**src/rtl/ecf_pkg.sv**
```systemverilog
package ecf_pkg;

	// ----------------------------------------
	// Register map
	// ----------------------------------------
	localparam logic [7:0] ECF_OFS_CTRL = 8'h00;
	localparam logic [7:0] ECF_OFS_CAP = 8'h04;
	localparam logic [7:0] ECF_OFS_BMP_LO = 8'h08;
	localparam logic [7:0] ECF_OFS_BMP_HI = 8'h0C;
	localparam logic [7:0] ECF_OFS_USER_MASK = 8'h10;
	localparam logic [7:0] ECF_OFS_HYP_MASK = 8'h14;
	localparam logic [7:0] ECF_OFS_STATUS = 8'h18;
	localparam logic [7:0] ECF_OFS_FAULTS = 8'h1C;

	// CTRL fields
	localparam int ECF_CTRL_LOCK = 0;
	localparam int ECF_CTRL_ENCL_EN = 1;
	localparam int ECF_CTRL_GUEST_EXEC = 2;
	localparam int ECF_CTRL_GUEST_EXIT = 3;
	// CAP fields
	localparam int ECF_CAP_BASE = 0;
	localparam int ECF_CAP_OVERSUB = 5;

	localparam logic [3:0] ECF_CTRL_RST = 4'h0;
	localparam logic [5:0] ECF_CAP_RST = 6'h21;
	localparam logic [63:0] ECF_BMP_RST = 64'h0000_0000_0000_0000;
	localparam logic [31:0] ECF_USER_MASK_RST = 32'h0000_00FF;
	localparam logic [31:0] ECF_HYP_MASK_RST = 32'h0000_0003;

	// ----------------------------------------
	// User leaf indices
	// ----------------------------------------
	localparam logic [31:0] ECF_LEAF_REPORT = 32'h0000_0000;
	localparam logic [31:0] ECF_LEAF_KEY = 32'h0000_0001;
	localparam logic [31:0] ECF_LEAF_ENTER = 32'h0000_0002;
	localparam logic [31:0] ECF_LEAF_RESUME = 32'h0000_0003;
	localparam logic [31:0] ECF_LEAF_EXIT = 32'h0000_0004;
	localparam logic [31:0] ECF_LEAF_ACCEPT = 32'h0000_0005;
	localparam logic [31:0] ECF_LEAF_PERM_EXT = 32'h0000_0006;
	localparam logic [31:0] ECF_LEAF_ACCEPT_COPY = 32'h0000_0007;

	localparam logic [1:0] ECF_CPL_USER = 2'h3;
	localparam logic [1:0] ECF_CPL_KERNEL = 2'h0;
	localparam logic [15:0] ECF_ERR_ZERO = 16'h0000;
	localparam logic [5:0] ECF_BMP_LAST = 6'h3F;
	localparam logic [15:0] ECF_FAULTS_MAX = 16'hFFFF;

	// ----------------------------------------
	// Types
	// ----------------------------------------
	typedef enum logic [2:0] {
		ECF_K_PROCEED = 3'h0,
		ECF_K_UD = 3'h1,
		ECF_K_GP = 3'h2,
		ECF_K_NM = 3'h3,
		ECF_K_EXIT = 3'h4,
		ECF_K_ABORT = 3'h5
	} ecf_kind_t;

	typedef enum logic [1:0] {
		ECF_BUS_IDLE = 2'h1,
		ECF_BUS_DATA = 2'h2
	} ecf_bus_st_t;

	typedef struct packed {
		logic hyp_op;
		logic pfx_lock;
		logic pfx_opsize;
		logic pfx_rep;
		logic pfx_vex;
		logic [1:0] current_privilege_level;
		logic prot_en;
		logic paging_en;
		logic numeric_err;
		logic task_sw;
		logic v86;
		logic system_management_mode;
		logic tsx_active;
		logic vmx_op;
		logic non_root;
		logic long_mode_active;
		logic cs_l;
		logic cs_d;
		logic ds_b;
		logic ds_expand_down;
		logic enclave_mode;
		logic [63:0] rax;
	} ecf_req_t;

	typedef struct packed {
		ecf_kind_t kind;
		logic [15:0] err_code;
		logic [63:0] leaf;
		logic wide_64;
	} ecf_rsp_t;

endpackage : ecf_pkg

```
**src/rtl/ecf_fault_check.sv**
```systemverilog
// Implementation choices: the AHB-Lite register port and the address map.
`timescale 1ns/100ps
// What this block does
// RQ1: Lock, 66H, repeat, vector prefix give invalid opcode.
// RQ2: User op needs privilege level 3.
// RQ3: User op needs base feature bit 0.
// RQ4: System management mode gives invalid opcode.
// RQ5: Feature lock or enable clear gives protection fault.
// RQ6: Unsupported leaf index gives protection fault.
// RQ7: Enter or resume inside enclave faults.
// RQ8: Enclave-only leaves outside enclave fault.
// RQ9: User op faults on 16-bit code or data.
// RQ10: User op needs paging and numeric error bit.
// RQ11: Task switched bit gives device unavailable fault.
// RQ12: Hypervisor op selects leaf from accumulator.
// RQ13: Outside 64-bit, upper accumulator half ignored.
// RQ14: Hypervisor op needs protection, virtualization, no v86.
// RQ15: Long mode with 32-bit code faults.
// RQ16: Hypervisor op needs privilege level 0.
// RQ17: Hypervisor op needs oversubscription bit 5.
// RQ18: Guest needs execution enable else invalid opcode.
// RQ19: Guest exits when leaf bitmap bit set.
// RQ20: Hypervisor op needs paging enabled.
// RQ21: Expand-down data segment faults outside 64-bit.
// RQ22: Operand width follows 64-bit mode, not default size.
// RQ23: Segment, address-size, extension prefixes ignored.
// RQ24: Real and v86 mode give invalid opcode.
// RQ25: Checks run abort, mode, guest, protection order.
module ecf_fault_check
	import ecf_pkg::*;
(
	input wire logic CLK,
	input wire logic RST_N,
	input wire logic HSEL,
	input wire logic [31:0] HADDR,
	input wire logic [1:0] HTRANS,
	input wire logic HWRITE,
	input wire logic [2:0] HSIZE,
	input wire logic [31:0] HWDATA,
	input wire logic HREADY,
	output logic [31:0] HRDATA,
	output logic HREADYOUT,
	output logic HRESP,
	input wire logic REQ_VALID,
	input wire ecf_req_t REQ,
	output logic RSP_VALID,
	output ecf_rsp_t RSP
);

	// ----------------------------------------
	// State
	// ----------------------------------------
	typedef struct packed {
		ecf_bus_st_t st;
		logic wr;
		logic [7:0] addr;
		logic [31:0] hrdata;
		logic [3:0] ctrl;
		logic [5:0] cap;
		logic [63:0] bitmap;
		logic [31:0] user_mask;
		logic [31:0] hyp_mask;
		logic rsp_valid;
		ecf_rsp_t rsp;
		logic [15:0] faults;
	} ecf_state_t;

	ecf_state_t s;
	ecf_state_t next_s;

	// ----------------------------------------
	// Leaf select
	// ----------------------------------------
	logic in_64;
	logic wide_leaf;
	logic [31:0] leaf_mask;
	logic [63:0] leaf;
	logic supported;
	logic exit_bit;

	// Default-size bit of the code segment plays no part here
	assign in_64 = REQ.long_mode_active && REQ.cs_l; // RQ22
	// The user op always drops the upper accumulator half
	assign wide_leaf = REQ.hyp_op && in_64; // RQ13
	// Each op has its own table of supported leaves
	assign leaf_mask = REQ.hyp_op ? s.hyp_mask : s.user_mask; // RQ6

	ecf_leaf_sel u_leaf_sel (
		.rax(REQ.rax),
		.use_64(wide_leaf),
		.mask(leaf_mask),
		.bitmap(s.bitmap),
		.leaf(leaf),
		.supported(supported),
		.exit_bit(exit_bit)
	);

	// ----------------------------------------
	// Next state
	// ----------------------------------------
	always_comb begin
		ecf_kind_t k;
		logic bad_pfx;
		logic feat_off;
		logic in_encl_leaf;
		logic outer_leaf;
		logic mode_off;
		logic compat_32;
		logic seg_16;
		logic counted;
		k = ECF_K_PROCEED;
		bad_pfx = 1'b0;
		feat_off = 1'b0;
		in_encl_leaf = 1'b0;
		outer_leaf = 1'b0;
		mode_off = 1'b0;
		compat_32 = 1'b0;
		seg_16 = 1'b0;
		counted = 1'b0;
		next_s = s;
		next_s.rsp_valid = 1'b0;

		// ----------------------------------------
		// Register writes
		// ----------------------------------------
		// Write data phase lands before the read mux below
		if (s.st == ECF_BUS_DATA && s.wr) begin
			case (s.addr)
				ECF_OFS_CTRL: begin
					next_s.ctrl = HWDATA[3:0];
				end
				ECF_OFS_CAP: begin
					next_s.cap = HWDATA[5:0];
				end
				ECF_OFS_BMP_LO: begin
					next_s.bitmap[31:0] = HWDATA;
				end
				ECF_OFS_BMP_HI: begin
					next_s.bitmap[63:32] = HWDATA;
				end
				ECF_OFS_USER_MASK: begin
					next_s.user_mask = HWDATA;
				end
				ECF_OFS_HYP_MASK: begin
					next_s.hyp_mask = HWDATA;
				end
				default: begin
				end
			endcase
		end

		// ----------------------------------------
		// Register reads
		// ----------------------------------------
		// Address phase; no wait states, so read data is caught here
		if (HSEL && HTRANS[1] && HREADY) begin
			next_s.st = ECF_BUS_DATA;
			next_s.wr = HWRITE;
			next_s.addr = {HADDR[7:2], 2'h0};
			next_s.hrdata = 32'h0000_0000;
			if (!HWRITE) begin
				case ({HADDR[7:2], 2'h0})
					ECF_OFS_CTRL: begin
						next_s.hrdata = {28'h0, next_s.ctrl};
					end
					ECF_OFS_CAP: begin
						next_s.hrdata = {26'h0, next_s.cap};
					end
					ECF_OFS_BMP_LO: begin
						next_s.hrdata = next_s.bitmap[31:0];
					end
					ECF_OFS_BMP_HI: begin
						next_s.hrdata = next_s.bitmap[63:32];
					end
					ECF_OFS_USER_MASK: begin
						next_s.hrdata = next_s.user_mask;
					end
					ECF_OFS_HYP_MASK: begin
						next_s.hrdata = next_s.hyp_mask;
					end
					ECF_OFS_STATUS: begin
						next_s.hrdata = {s.rsp.leaf[15:0], 12'h0,
							s.rsp.wide_64, s.rsp.kind};
					end
					ECF_OFS_FAULTS: begin
						next_s.hrdata = {16'h0, s.faults};
					end
					default: begin
					end
				endcase
			end
		end else begin
			next_s.st = ECF_BUS_IDLE;
			next_s.wr = 1'b0;
			// Nothing stands on the read bus between transfers
			next_s.hrdata = 32'h0000_0000;
		end

		// ----------------------------------------
		// Fault checks
		// ----------------------------------------
		// Only these four prefixes fault; segment, address-size and
		// extension prefixes never reach this block
		bad_pfx = REQ.pfx_lock || REQ.pfx_opsize || REQ.pfx_rep
			|| REQ.pfx_vex; // RQ1 RQ23
		// Real-address and virtual-8086 code never sees either op
		mode_off = !REQ.prot_en || REQ.v86; // RQ14 RQ24
		// Long mode running a 32-bit code segment
		compat_32 = REQ.long_mode_active && !REQ.cs_l; // RQ15
		seg_16 = !REQ.cs_d || !REQ.ds_b; // RQ9
		feat_off = !s.ctrl[ECF_CTRL_LOCK]
			|| !s.ctrl[ECF_CTRL_ENCL_EN]; // RQ5
		in_encl_leaf = (leaf[31:0] == ECF_LEAF_ENTER)
			|| (leaf[31:0] == ECF_LEAF_RESUME);
		outer_leaf = (leaf[31:0] == ECF_LEAF_REPORT)
			|| (leaf[31:0] == ECF_LEAF_KEY)
			|| (leaf[31:0] == ECF_LEAF_EXIT)
			|| (leaf[31:0] == ECF_LEAF_ACCEPT)
			|| (leaf[31:0] == ECF_LEAF_PERM_EXT)
			|| (leaf[31:0] == ECF_LEAF_ACCEPT_COPY);

		if (REQ.hyp_op) begin
			// Order matters: a guest exit must beat protection faults
			if (REQ.tsx_active) begin
				k = ECF_K_ABORT; // RQ25
			end else if (bad_pfx) begin
				k = ECF_K_UD; // RQ1
			end else if (mode_off) begin
				k = ECF_K_UD; // RQ14 RQ24
			end else if (REQ.system_management_mode) begin
				k = ECF_K_UD; // RQ4
			end else if (!s.cap[ECF_CAP_OVERSUB]) begin
				k = ECF_K_UD; // RQ17
			end else if (!REQ.vmx_op) begin
				k = ECF_K_UD; // RQ14
			end else if (compat_32) begin
				k = ECF_K_UD; // RQ15
			end else if (REQ.current_privilege_level != ECF_CPL_KERNEL) begin
				k = ECF_K_UD; // RQ16
			end else if (REQ.non_root && !s.ctrl[ECF_CTRL_GUEST_EXEC]) begin
				k = ECF_K_UD; // RQ18
			end else if (REQ.non_root && s.ctrl[ECF_CTRL_GUEST_EXIT]
				&& exit_bit) begin
				k = ECF_K_EXIT; // RQ19
			end else if (feat_off) begin
				k = ECF_K_GP; // RQ5
			end else if (!supported) begin
				k = ECF_K_GP; // RQ6 RQ12
			end else if (!REQ.paging_en) begin
				k = ECF_K_GP; // RQ20
			end else if (!in_64 && REQ.ds_expand_down) begin
				k = ECF_K_GP; // RQ21
			end else begin
				k = ECF_K_PROCEED; // RQ25
			end
		end else begin
			// Device-unavailable ranks below feature bit, above privilege
			if (REQ.tsx_active) begin
				k = ECF_K_ABORT; // RQ25
			end else if (bad_pfx) begin
				k = ECF_K_UD; // RQ1
			end else if (mode_off) begin
				k = ECF_K_UD; // RQ24
			end else if (REQ.system_management_mode) begin
				k = ECF_K_UD; // RQ4
			end else if (!s.cap[ECF_CAP_BASE]) begin
				k = ECF_K_UD; // RQ3
			end else if (REQ.task_sw) begin
				k = ECF_K_NM; // RQ11
			end else if (REQ.current_privilege_level != ECF_CPL_USER) begin
				k = ECF_K_UD; // RQ2
			end else if (feat_off) begin
				k = ECF_K_GP; // RQ5
			end else if (!supported) begin
				k = ECF_K_GP; // RQ6
			end else if (!REQ.numeric_err) begin
				k = ECF_K_GP; // RQ10
			end else if (!in_64 && !REQ.paging_en) begin
				k = ECF_K_GP; // RQ10
			end else if (!in_64 && seg_16) begin
				k = ECF_K_GP; // RQ9
			end else if (REQ.enclave_mode && in_encl_leaf) begin
				k = ECF_K_GP; // RQ7
			end else if (!REQ.enclave_mode && outer_leaf) begin
				k = ECF_K_GP; // RQ8
			end else begin
				k = ECF_K_PROCEED;
			end
		end

		// ----------------------------------------
		// Answer
		// ----------------------------------------
		if (REQ_VALID) begin
			next_s.rsp_valid = 1'b1;
			next_s.rsp.kind = k;
			next_s.rsp.err_code = ECF_ERR_ZERO; // RQ5
			next_s.rsp.leaf = leaf; // RQ12
			// Default-size bit plays no part in the width
			next_s.rsp.wide_64 = in_64; // RQ22
			counted = (k != ECF_K_PROCEED);
			// Counter saturates so software never sees a wrap
			if (counted && s.faults != ECF_FAULTS_MAX) begin
				next_s.faults = s.faults + 16'h0001;
			end
		end
	end

	// ----------------------------------------
	// Registers
	// ----------------------------------------
	always_ff @(posedge CLK or negedge RST_N) begin
		if (!RST_N) begin
			s.st <= ECF_BUS_IDLE;
			s.wr <= 1'b0;
			s.addr <= 8'h00;
			s.hrdata <= 32'h0000_0000;
			s.ctrl <= ECF_CTRL_RST;
			s.cap <= ECF_CAP_RST;
			s.bitmap <= ECF_BMP_RST;
			s.user_mask <= ECF_USER_MASK_RST;
			s.hyp_mask <= ECF_HYP_MASK_RST;
			s.rsp_valid <= 1'b0;
			s.rsp.kind <= ECF_K_PROCEED;
			s.rsp.err_code <= ECF_ERR_ZERO;
			s.rsp.leaf <= 64'h0000_0000_0000_0000;
			s.rsp.wide_64 <= 1'b0;
			s.faults <= 16'h0000;
		end else begin
			s <= next_s;
		end
	end

	// ----------------------------------------
	// Outputs
	// ----------------------------------------
	assign HRDATA = s.hrdata;
	assign HREADYOUT = 1'b1;
	assign HRESP = 1'b0;
	assign RSP_VALID = s.rsp_valid;
	assign RSP = s.rsp;

endmodule : ecf_fault_check

```
**src/rtl/ecf_leaf_sel.sv**
```systemverilog
`timescale 1ns/100ps
module ecf_leaf_sel
	import ecf_pkg::*;
(
	input wire logic [63:0] rax,
	input wire logic use_64,
	input wire logic [31:0] mask,
	input wire logic [63:0] bitmap,
	output logic [63:0] leaf,
	output logic supported,
	output logic exit_bit
);

	logic below_last;

	always_comb begin
		leaf = use_64 ? rax : {32'h0000_0000, rax[31:0]}; // RQ13
		supported = (leaf[63:5] == 59'h0) && mask[leaf[4:0]]; // RQ6
		below_last = (leaf[63:6] == 58'h0) && (leaf[5:0] != ECF_BMP_LAST);
		// Leaves from 63 upward share the top bit
		exit_bit = below_last ? bitmap[leaf[5:0]] : bitmap[ECF_BMP_LAST]; // RQ19
	end

endmodule : ecf_leaf_sel

```
**config.mk**
```make
export PLATFORM = sky130hd
export DESIGN_NAME = ecf_fault_check
export DESIGN_NICKNAME = d
export VERILOG_FILES = /design/src/rtl/ecf_pkg.sv /design/src/rtl/ecf_fault_check.sv /design/src/rtl/ecf_leaf_sel.sv
export SDC_FILE = /design/constraint.sdc
export NUM_CORES = 1
export LEC_CHECK = 0
export CAP_MARGIN = 20
export CORE_MARGIN = 2
export CORE_UTILIZATION = 55
export CTS_CLUSTER_SIZE = 28
export DETAILED_ROUTE_END_ITERATION = 10
export DONT_BUFFER_PORTS = 1
export PLACE_DENSITY = 0.7
export SLEW_MARGIN = 40
export SYNTH_ARGS = -nofsm -noshare
export SYNTH_HDL_FRONTEND = slang
export SYNTH_SLANG_ARGS = --single-unit
```
**constraint.sdc**
```tcl
create_clock -name CLK -period 3.4 [get_ports CLK]
set_input_delay 0.68 -clock CLK [delete_from_list [all_inputs] [get_ports CLK]]
set_output_delay 0.68 -clock CLK [all_outputs]
set_load 0.02 [all_outputs]
```
==> results by group, run 1 <==
Outcome
  • Status: finished, violations left
  • Failing checks: negative hold slack

Worst setup path
  • Worst r2r dst: s[12]$_DFFE_PN0P_
  • RR Startpoint: s[208]$_DFF_PN0_
  • Worst R2R Path Depth: 10
  • Worst setup EP type: register
  • CP arrival: 3.42 ns
  • Worst path required time: 3.80 ns
  • CP Launch Type: register
  • Max Fanout on Critical Path: 8
  • R2R Setup Slk: 0.38 ns
  • Setup CP Type: register to register

Global route
  • Largest net degree at the start of global routing: 265
  • First-pass GRT wire length: 51400 µm
  • Grt total ovfl: 0
  • Initial antenna violation count: 0
  • Total global-route track usage: 24.8%
  • Vias in the first global route: 9066

Detailed routing
  • Drt drc: 0
  • Final ANT Viol Nets: 0
  • Total number of vias: 8744
  • Drt pass-1 iters: 5
  • Vias/cell: 6.12
  • Drt wl/cell: 23.4 µm
  • Iteration-0 DRC Markers: 718
  • Drt total wl: 33500 µm

STA
  • Final setup fails: 0
  • Max-slew headroom: 56.4%
  • Fmax: 0.331 GHz
  • RSZ-0062 raised after global routing: false
  • Final count of pins violating max slew: 0
  • Measured slew at the worst slew-check pin: 0.649 ns
  • Worst hold slack: -0.168 ns
  • Worst Skew: 0.0146 ns
  • Period utilization: 88.8%
  • Final min period: 3.02 ns
  • Setup TNS: 0 ns
  • Hold Fails Final Rpt: 251

Placement
  • DP Cell Count: 1381
  • DP Wirelength: 21800 µm
  • Routability cong.: 0.831
  • Post-DP Area: 0.0133 mm²
  • Number of port buffers: 0

Synthesis
  • Sequential share of the synthesized area: 47.7%
  • Post-Syn Area per Cell: 11.5 µm²
  • Number of enable flip-flop cells after synthesis: 0
  • Unique masters post-synth: 68
  • Netlist Area Pre-Place: 0.0139 mm²
  • Post-Synthesis Cells: 1212
  • Post-synthesis register bit count: 264
  • Ys flop type: dfrtp_1
  • Ys Warns: 0
  • Ys async rst share: 100%

Layout
  • Post-route design area: 0.0143 mm²
  • Cell Count, Final, Fillers Out: 1428
  • Layout cells sized above 1: 26.8%
  • Fill cells: 2046
  • Nets: 1243
  • Antenna cells: 0
  • Layout area overhead: 3.05%

Power
  • PwrDens: 524 mW/mm²
  • Maximum vdd drop: 352 µV
  • Leakage: 5.98 nW
  • Final Total Pwr: 7.51 mW

Clocking
  • TritonCTS clock tree: done
  • Post-CTS Setup Inserts: 0
  • CTS Sinks: 264
  • Clk slew on worst S/H paths: 0.06 ns
  • CTS max path bufs: 3
  • Number of H-tree levels: 1
  • Worst skew pair latency: 0.55 ns
  • Num CTS Buffers: 28
  • CTS root buffer: clkbuf_16

Run
  • Max_cap viols: 0

Floorplan
  • Std-Cell Rows: 58
  • Die Y: 163 µm
  • Initial core utilization: 55.7%
  • Core area: 0.0250 mm²
  • Num ports: 280
  • Die extent in x: 163 µm
  • Die ar.: 0.0266 mm²

Hold path
  • Hold Path Class: primary input to asynchronous set/reset pin
## layout make-up
cell class	count	area, µm²	share of cell area [%]
clock buffer	34	764	5.34
tap	330	413	2.88
inverter	41	154	1.07
timing repair buffer	19	155	1.08
clock inverter	13	272	1.90
multi-input combinational	727	5940	41.5
sequential	264	6620	46.2
## logic make-up (layout without fill, tap and decap cells)
family / Yosys count / in the layout / synth area share (%)
AO/OA/AOI/OAI: 182 / 182 / 9.06
XOR/XNOR: 16 / 16 / 1.01
flip-flops: 264 / 264 / 47.7
AND/OR/NAND/NOR: 262 / 262 / 10.2
buffers and inverters: 237 / 107 / 10.1
adder cells (fa/ha/maj): 1 / 1 / 0.0900
other: 2 / 18 / 0.0540
multiplexers: 248 / 248 / 21.8
## synthesized netlist by cell type (4+ instances only)
library cell / number / area share, %
dfrtp_1: 251 / 45
mux2_2: 189 / 15
buf_4: 125 / 6.8
nand2_1: 86 / 2.3
clkbuf_1: 52 / 1.4
inv_1: 41 / 1.1
nor2b_1: 34 / 1.5
o22ai_1: 34 / 1.5
mux2i_1: 33 / 2.4
nand2b_1: 33 / 1.5
a21oi_1: 31 / 1.1
a41oi_1: 26 / 1.6
nor4_1: 24 / 1.1
o21ai_0: 22 / 0.79
mux4_2: 20 / 3.2
nor2_1: 19 / 0.51
nand3_1: 17 / 0.61
dfstp_2: 13 / 2.5
o211ai_1: 13 / 0.70
xor2_1: 12 / 0.76
a21o_1: 11 / 0.59
nor3_1: 11 / 0.40
buf_1: 10 / 0.27
a31oi_1: 7 / 0.32
a221oi_1: 6 / 0.38
nand4_1: 6 / 0.27
a41o_1: 5 / 0.36
buf_2: 5 / 0.18
nand3b_1: 5 / 0.27
mux4_1: 4 / 0.76
nand4b_1: 4 / 0.25
nor3b_1: 4 / 0.22
xnor2_1: 4 / 0.25
## metal layers
metal  GRT usage [%]  part of all wire (%)
met1            33.3                    43
met2            39.8                    47
met3            5.98                   7.1
met4            7.72                   2.6
met5               0                     0
## worst max path at each step
| stage | end | slack (ns) | from |
|---|---|---|---|
| finish | s[12]$_DFFE_PN0P_ | 0.38 | s[208]$_DFF_PN0_ |
| CTS | s[12]$_DFFE_PN0P_ | 0.39 | s[208]$_DFF_PN0_ |
| detailed placement | s[9]$_DFFE_PN0P_ | 0.06 | REQ[52] |
| global placement | s[12]$_DFFE_PN0P_ | 0.08 | REQ[9] |
| floorplan | s[9]$_DFFE_PN0P_ | 0.30 | REQ[0] |
| global route | s[9]$_DFFE_PN0P_ | 0.27 | s[208]$_DFF_PN0_ |
## state kept, by name (all words and copies together), names as in the netlist
signal,flops
s,163
HRDATA,32
RSP_VALID,1
RSP,68
## worst max-delay path, cell delays in order, from the launching register on
cell      delay (ns)
dfrtp_1         0.40
mux4_1          0.50
mux2i_1         0.27
a22oi_1         0.17
a22oi_2         0.28
a211oi_1        0.15
a211o_1         0.30
nor4_4          0.32
buf_4           0.25
nor4b_1         0.08
xor2_1          0.15
## cell usage in the layout, fill, tap and decap left out, drive strengths merged, types with 12 or more instances in the layout
cell type | Yosys | final
mux4 | 24 | 24
nor2b | 34 | 34
clkbuf | 52 | 34
dfstp | 13 | 13
mux2 | 191 | 191
nor4 | 27 | 27
dfrtp | 251 | 251
o211ai | 13 | 13
nand2 | 86 | 86
nor2 | 20 | 20
o22ai | 34 | 34
conb | 2 | 18
mux2i | 33 | 33
inv | 41 | 42
o21ai | 25 | 25
a21oi | 31 | 31
buf | 144 | 19
nand2b | 34 | 34
nand3 | 17 | 17
xor2 | 12 | 12
a41oi | 26 | 26
## power by group
| group | total, mW | internal [mW] | switching (mW) |
|---|---|---|---|
| clock network | 3.47 | 2.19 | 1.28 |
| registers | 3.53 | 3.32 | 0.217 |
| logic | 0.509 | 0.282 | 0.227 |
## metrics by stage
step / util [%] / hold slack, ns / setup WS, ns
finish: 57.4 / -0.168 / 0.380
CTS: 57.4 / -0.187 / 0.390
global route: 57.4 / -0.187 / 0.269
global placement: 53.2 / 0.388 / 0.0822
floorplan: - / 0.384 / 0.303
detailed placement: 53.2 / 0.389 / 0.0614
## timing repair
| action | CTS | global route |
|---|---|---|
| setup endpoints to repair | 0 | 0 |
| gates resized for setup | 0 | 0 |
| hold endpoints to repair | 257 | 251 |
(Power assumes the default switching activity.)
==> run 2, diff against run 1 <==
CORE_ASPECT_RATIO = 1.25   (was not set)
==> run 2 against run 1 <==
The run still ends with negative hold slack left. Sequential share of layout area rose by 0.28 points. Clock power fell by 12%. Clock skew fell by 0.0054 ns. Fmax rose by 1.7%. Via count rose by 2.6%. Routed wire length rose by 3.7%. Core utilization fell by 0.54 points. Cell area fell by 0.61%. Sequential power barely moved. Power fell by 5.4%. Non-clock buffer count rose by 4. Highest routed layer unchanged.
==> results by group, run 2 (synthesis results as in run 1) <==
STA
  • Final setup margin: 0.431 ns (was 0.380 ns)
  • Period utilization: 87.3% (was 88.8%)
  • Worst Skew: 0.00926 ns (was 0.0146 ns)
  • Final setup fails: 0 (unchanged)
  • Max-slew headroom: 43.6% (was 56.4%)
  • RSZ-0062 raised after global routing: false (unchanged)
  • Final min period: 2.97 ns (was 3.02 ns)
  • Final count of pins violating max slew: 0 (unchanged)
  • Setup TNS: 0 ns (unchanged)
  • Fmax: 0.337 GHz (was 0.331 GHz)
  • Hold Fails Final Rpt: 251 (unchanged)
  • Measured slew at the worst slew-check pin: 0.846 ns (was 0.649 ns)
  • Worst hold slack: -0.169 ns (was -0.168 ns)

Floorplan
  • Initial core utilization: 55.5% (was 55.7%)
  • Core area: 0.0250 mm² (about the same)
  • Die Y: 182 µm (was 163 µm)
  • Die ar.: 0.0266 mm² (about the same)
  • Num ports: 280 (unchanged)
  • Die extent in x: 146 µm (was 163 µm)
  • Std-Cell Rows: 65 (was 58)

Clocking
  • Num CTS Buffers: 28 (unchanged)
  • Clk slew on worst S/H paths: 0.06 ns (about the same)
  • CTS root buffer: clkbuf_16 (unchanged)
  • Worst skew pair latency: 0.55 ns (about the same)
  • CTS max path bufs: 3 (unchanged)
  • TritonCTS clock tree: done (unchanged)
  • Number of H-tree levels: 1 (unchanged)
  • Post-CTS Resized: 0 (unchanged)
  • Post-CTS Setup Inserts: 0 (unchanged)
  • CTS Sinks: 264 (unchanged)

Power
  • Maximum vdd drop: 382 µV (was 352 µV)
  • Leakage: 5.94 nW (was 5.98 nW)
  • PwrDens: 499 mW/mm² (was 524 mW/mm²)

Global route
  • Total global-route track usage: 25.7% (was 24.8%)
  • Initial antenna violation count: 1 (was 0)
  • Largest net degree at the start of global routing: 265 (unchanged)
  • First-pass GRT wire length: 53600 µm (was 51400 µm)
  • Vias in the first global route: 9449 (was 9066)
  • Grt total ovfl: 0 (unchanged)

Detailed routing
  • Total number of vias: 8975 (was 8744)
  • Drt drc: 0 (unchanged)
  • Drt total wl: 34700 µm (was 33500 µm)
  • Vias/cell: 6.22 (was 6.12)
  • Final ANT Viol Nets: 0 (unchanged)
  • Drt wl/cell: 24.1 µm (was 23.4 µm)
  • Iteration-0 DRC Markers: 631 (was 718)
  • Drt pass-1 iters: 5 (unchanged)

Placement
  • DP Wirelength: 22400 µm (was 21800 µm)
  • Routability cong.: 0.807 (was 0.831)
  • Number of port buffers: 0 (unchanged)
  • Pre-CTS WS: 0.0765 ns (was 0.0614 ns)

Worst setup path
  • Setup CP Type: register to register (unchanged)
  • Cell family with most CP delay: compound AO/OA/AOI/OAI gates (unchanged)
  • R2R Setup Slk: 0.43 ns (was 0.38 ns)
  • Worst r2r dst: s[4]$_DFFE_PN0P_ (was s[12]$_DFFE_PN0P_)
  • Worst path required time: 3.81 ns (was 3.80 ns)
  • Cells along the critical path: mux4_2, mux2i_1, a221oi_1, a22oi_2, a211oi_1, a211o_1, nor4_4, buf_4, nor4b_1, xor2_1 (was mux4_1, mux2i_1, a22oi_1, a22oi_2, a211oi_1, a211o_1, nor4_4, buf_4, nor4b_1, xor2_1)
  • CP Launch Type: register (unchanged)
  • Worst R2R Path Depth: 10 (unchanged)
  • Crit path depth: 10 (unchanged)
  • CP arrival: 3.38 ns (was 3.42 ns)
  • Worst setup EP type: register (unchanged)
  • CP peak stage delay: 0.49 ns (was 0.50 ns)
  • RR Startpoint: s[204]$_DFF_PN0_ (was s[208]$_DFF_PN0_)
  • Max Fanout on Critical Path: 9 (was 8)
  • Highest-delay cell along the critical path: mux4_2 (was mux4_1)
  • Worst Path Buf+Inv: 1 (unchanged)

Layout
  • Nets: 1247 (was 1243)
  • Top reg by flops: s (unchanged)
  • Commonest non-fill, non-tap cell in the layout: dfrtp_1 (unchanged)
  • Layout cells sized above 1: 26.7% (was 26.8%)
  • Most frequent cells in the layout: dfrtp_1 (251), mux2_2 (189), nand2_1 (86), inv_1 (41) (unchanged)
  • Layout area overhead: 2.42% (was 3.05%)
  • Largest register FFs: 163 (unchanged)

Outcome
  • Failing checks: negative hold slack (unchanged)
  • Status: finished, violations left (unchanged)

Run
  • Max_cap viols: 0 (unchanged)

Hold path
  • Hold Path Class: primary input to asynchronous set/reset pin (unchanged)
-- run 2: changes by cell type in the layout (fill, tap and decap cells not counted), sizes merged --
cell,before,now
clkbuf,34,42
buf,19,23
inv,42,41
bufinv,8,2
clkinv,3,6
diode,0,1
-- run 2: worst max path at each step --
| stage | start | slack (ns) | endpoint |
|---|---|---|---|
| after detailed placement | REQ[57] | 0.08 | s[4]$_DFFE_PN0P_ |
| after global placement | REQ[9] | 0.13 | s[5]$_DFFE_PN0P_ |
| after global routing | s[204]$_DFF_PN0_ | 0.32 | s[5]$_DFFE_PN0P_ |
| after floorplan | REQ[0] | 0.30 | s[9]$_DFFE_PN0P_ |
| after CTS | s[204]$_DFF_PN0_ | 0.45 | s[4]$_DFFE_PN0P_ |
| final | s[204]$_DFF_PN0_ | 0.43 | s[4]$_DFFE_PN0P_ |
-- run 2: area by class of cell --
cell class                      instances  area, µm²
Antenna cell                            1       2.50
Timing Repair Buffer                   23        185
Fill cell                            2102      10800
Tap cell                              335        419
Sequential cell                       264       6620
Clock inverter                          9       97.6
Inverter                               41        154
Multi-Input combinational cell        727       5940
Clock buffer                           42        815
-- run 2: worst reg2reg max path, cell delays in order (launching register included) --
cell and delay, ns:
dfrtp_1 0.38, mux4_2 0.49, mux2i_1 0.28, a221oi_1 0.15, a22oi_2 0.28, a211oi_1 0.15
a211o_1 0.31, nor4_4 0.28, buf_4 0.25, nor4b_1 0.09, xor2_1 0.17
-- run 2: metal layers --
layer  vias up  global-route usage, %  wire [µm]
met3        79                   6.43       2780
li1       3979                      -          -
met2       388                   43.8      17000
met1      4529                   31.5      13700
met5         -                      0          0
met4         0                   9.83       1200
-- run 2: per-stage QoR --
step	hold slack [ns]	power [mW]	std cells	instance area [µm²]	utilization, %
5_1_grt	-0.185	7.34	1442	14200	56.8
4_1_cts	-0.179	7.17	1441	14200	56.8
6_report	-0.169	7.11	1442	14200	56.8
2_1_floorplan	0.384	4.13	1228	14000	-
3_5_place_dp	0.397	4.10	1390	13300	53.2
3_3_place_gp	0.392	4.08	1390	13300	53.2
-- run 2: where the power goes --
part	total (mW)	internal, mW	switching [mW]
registers	3.54	3.32	0.219
clock network	3.06	1.80	1.26
logic	0.515	0.283	0.232
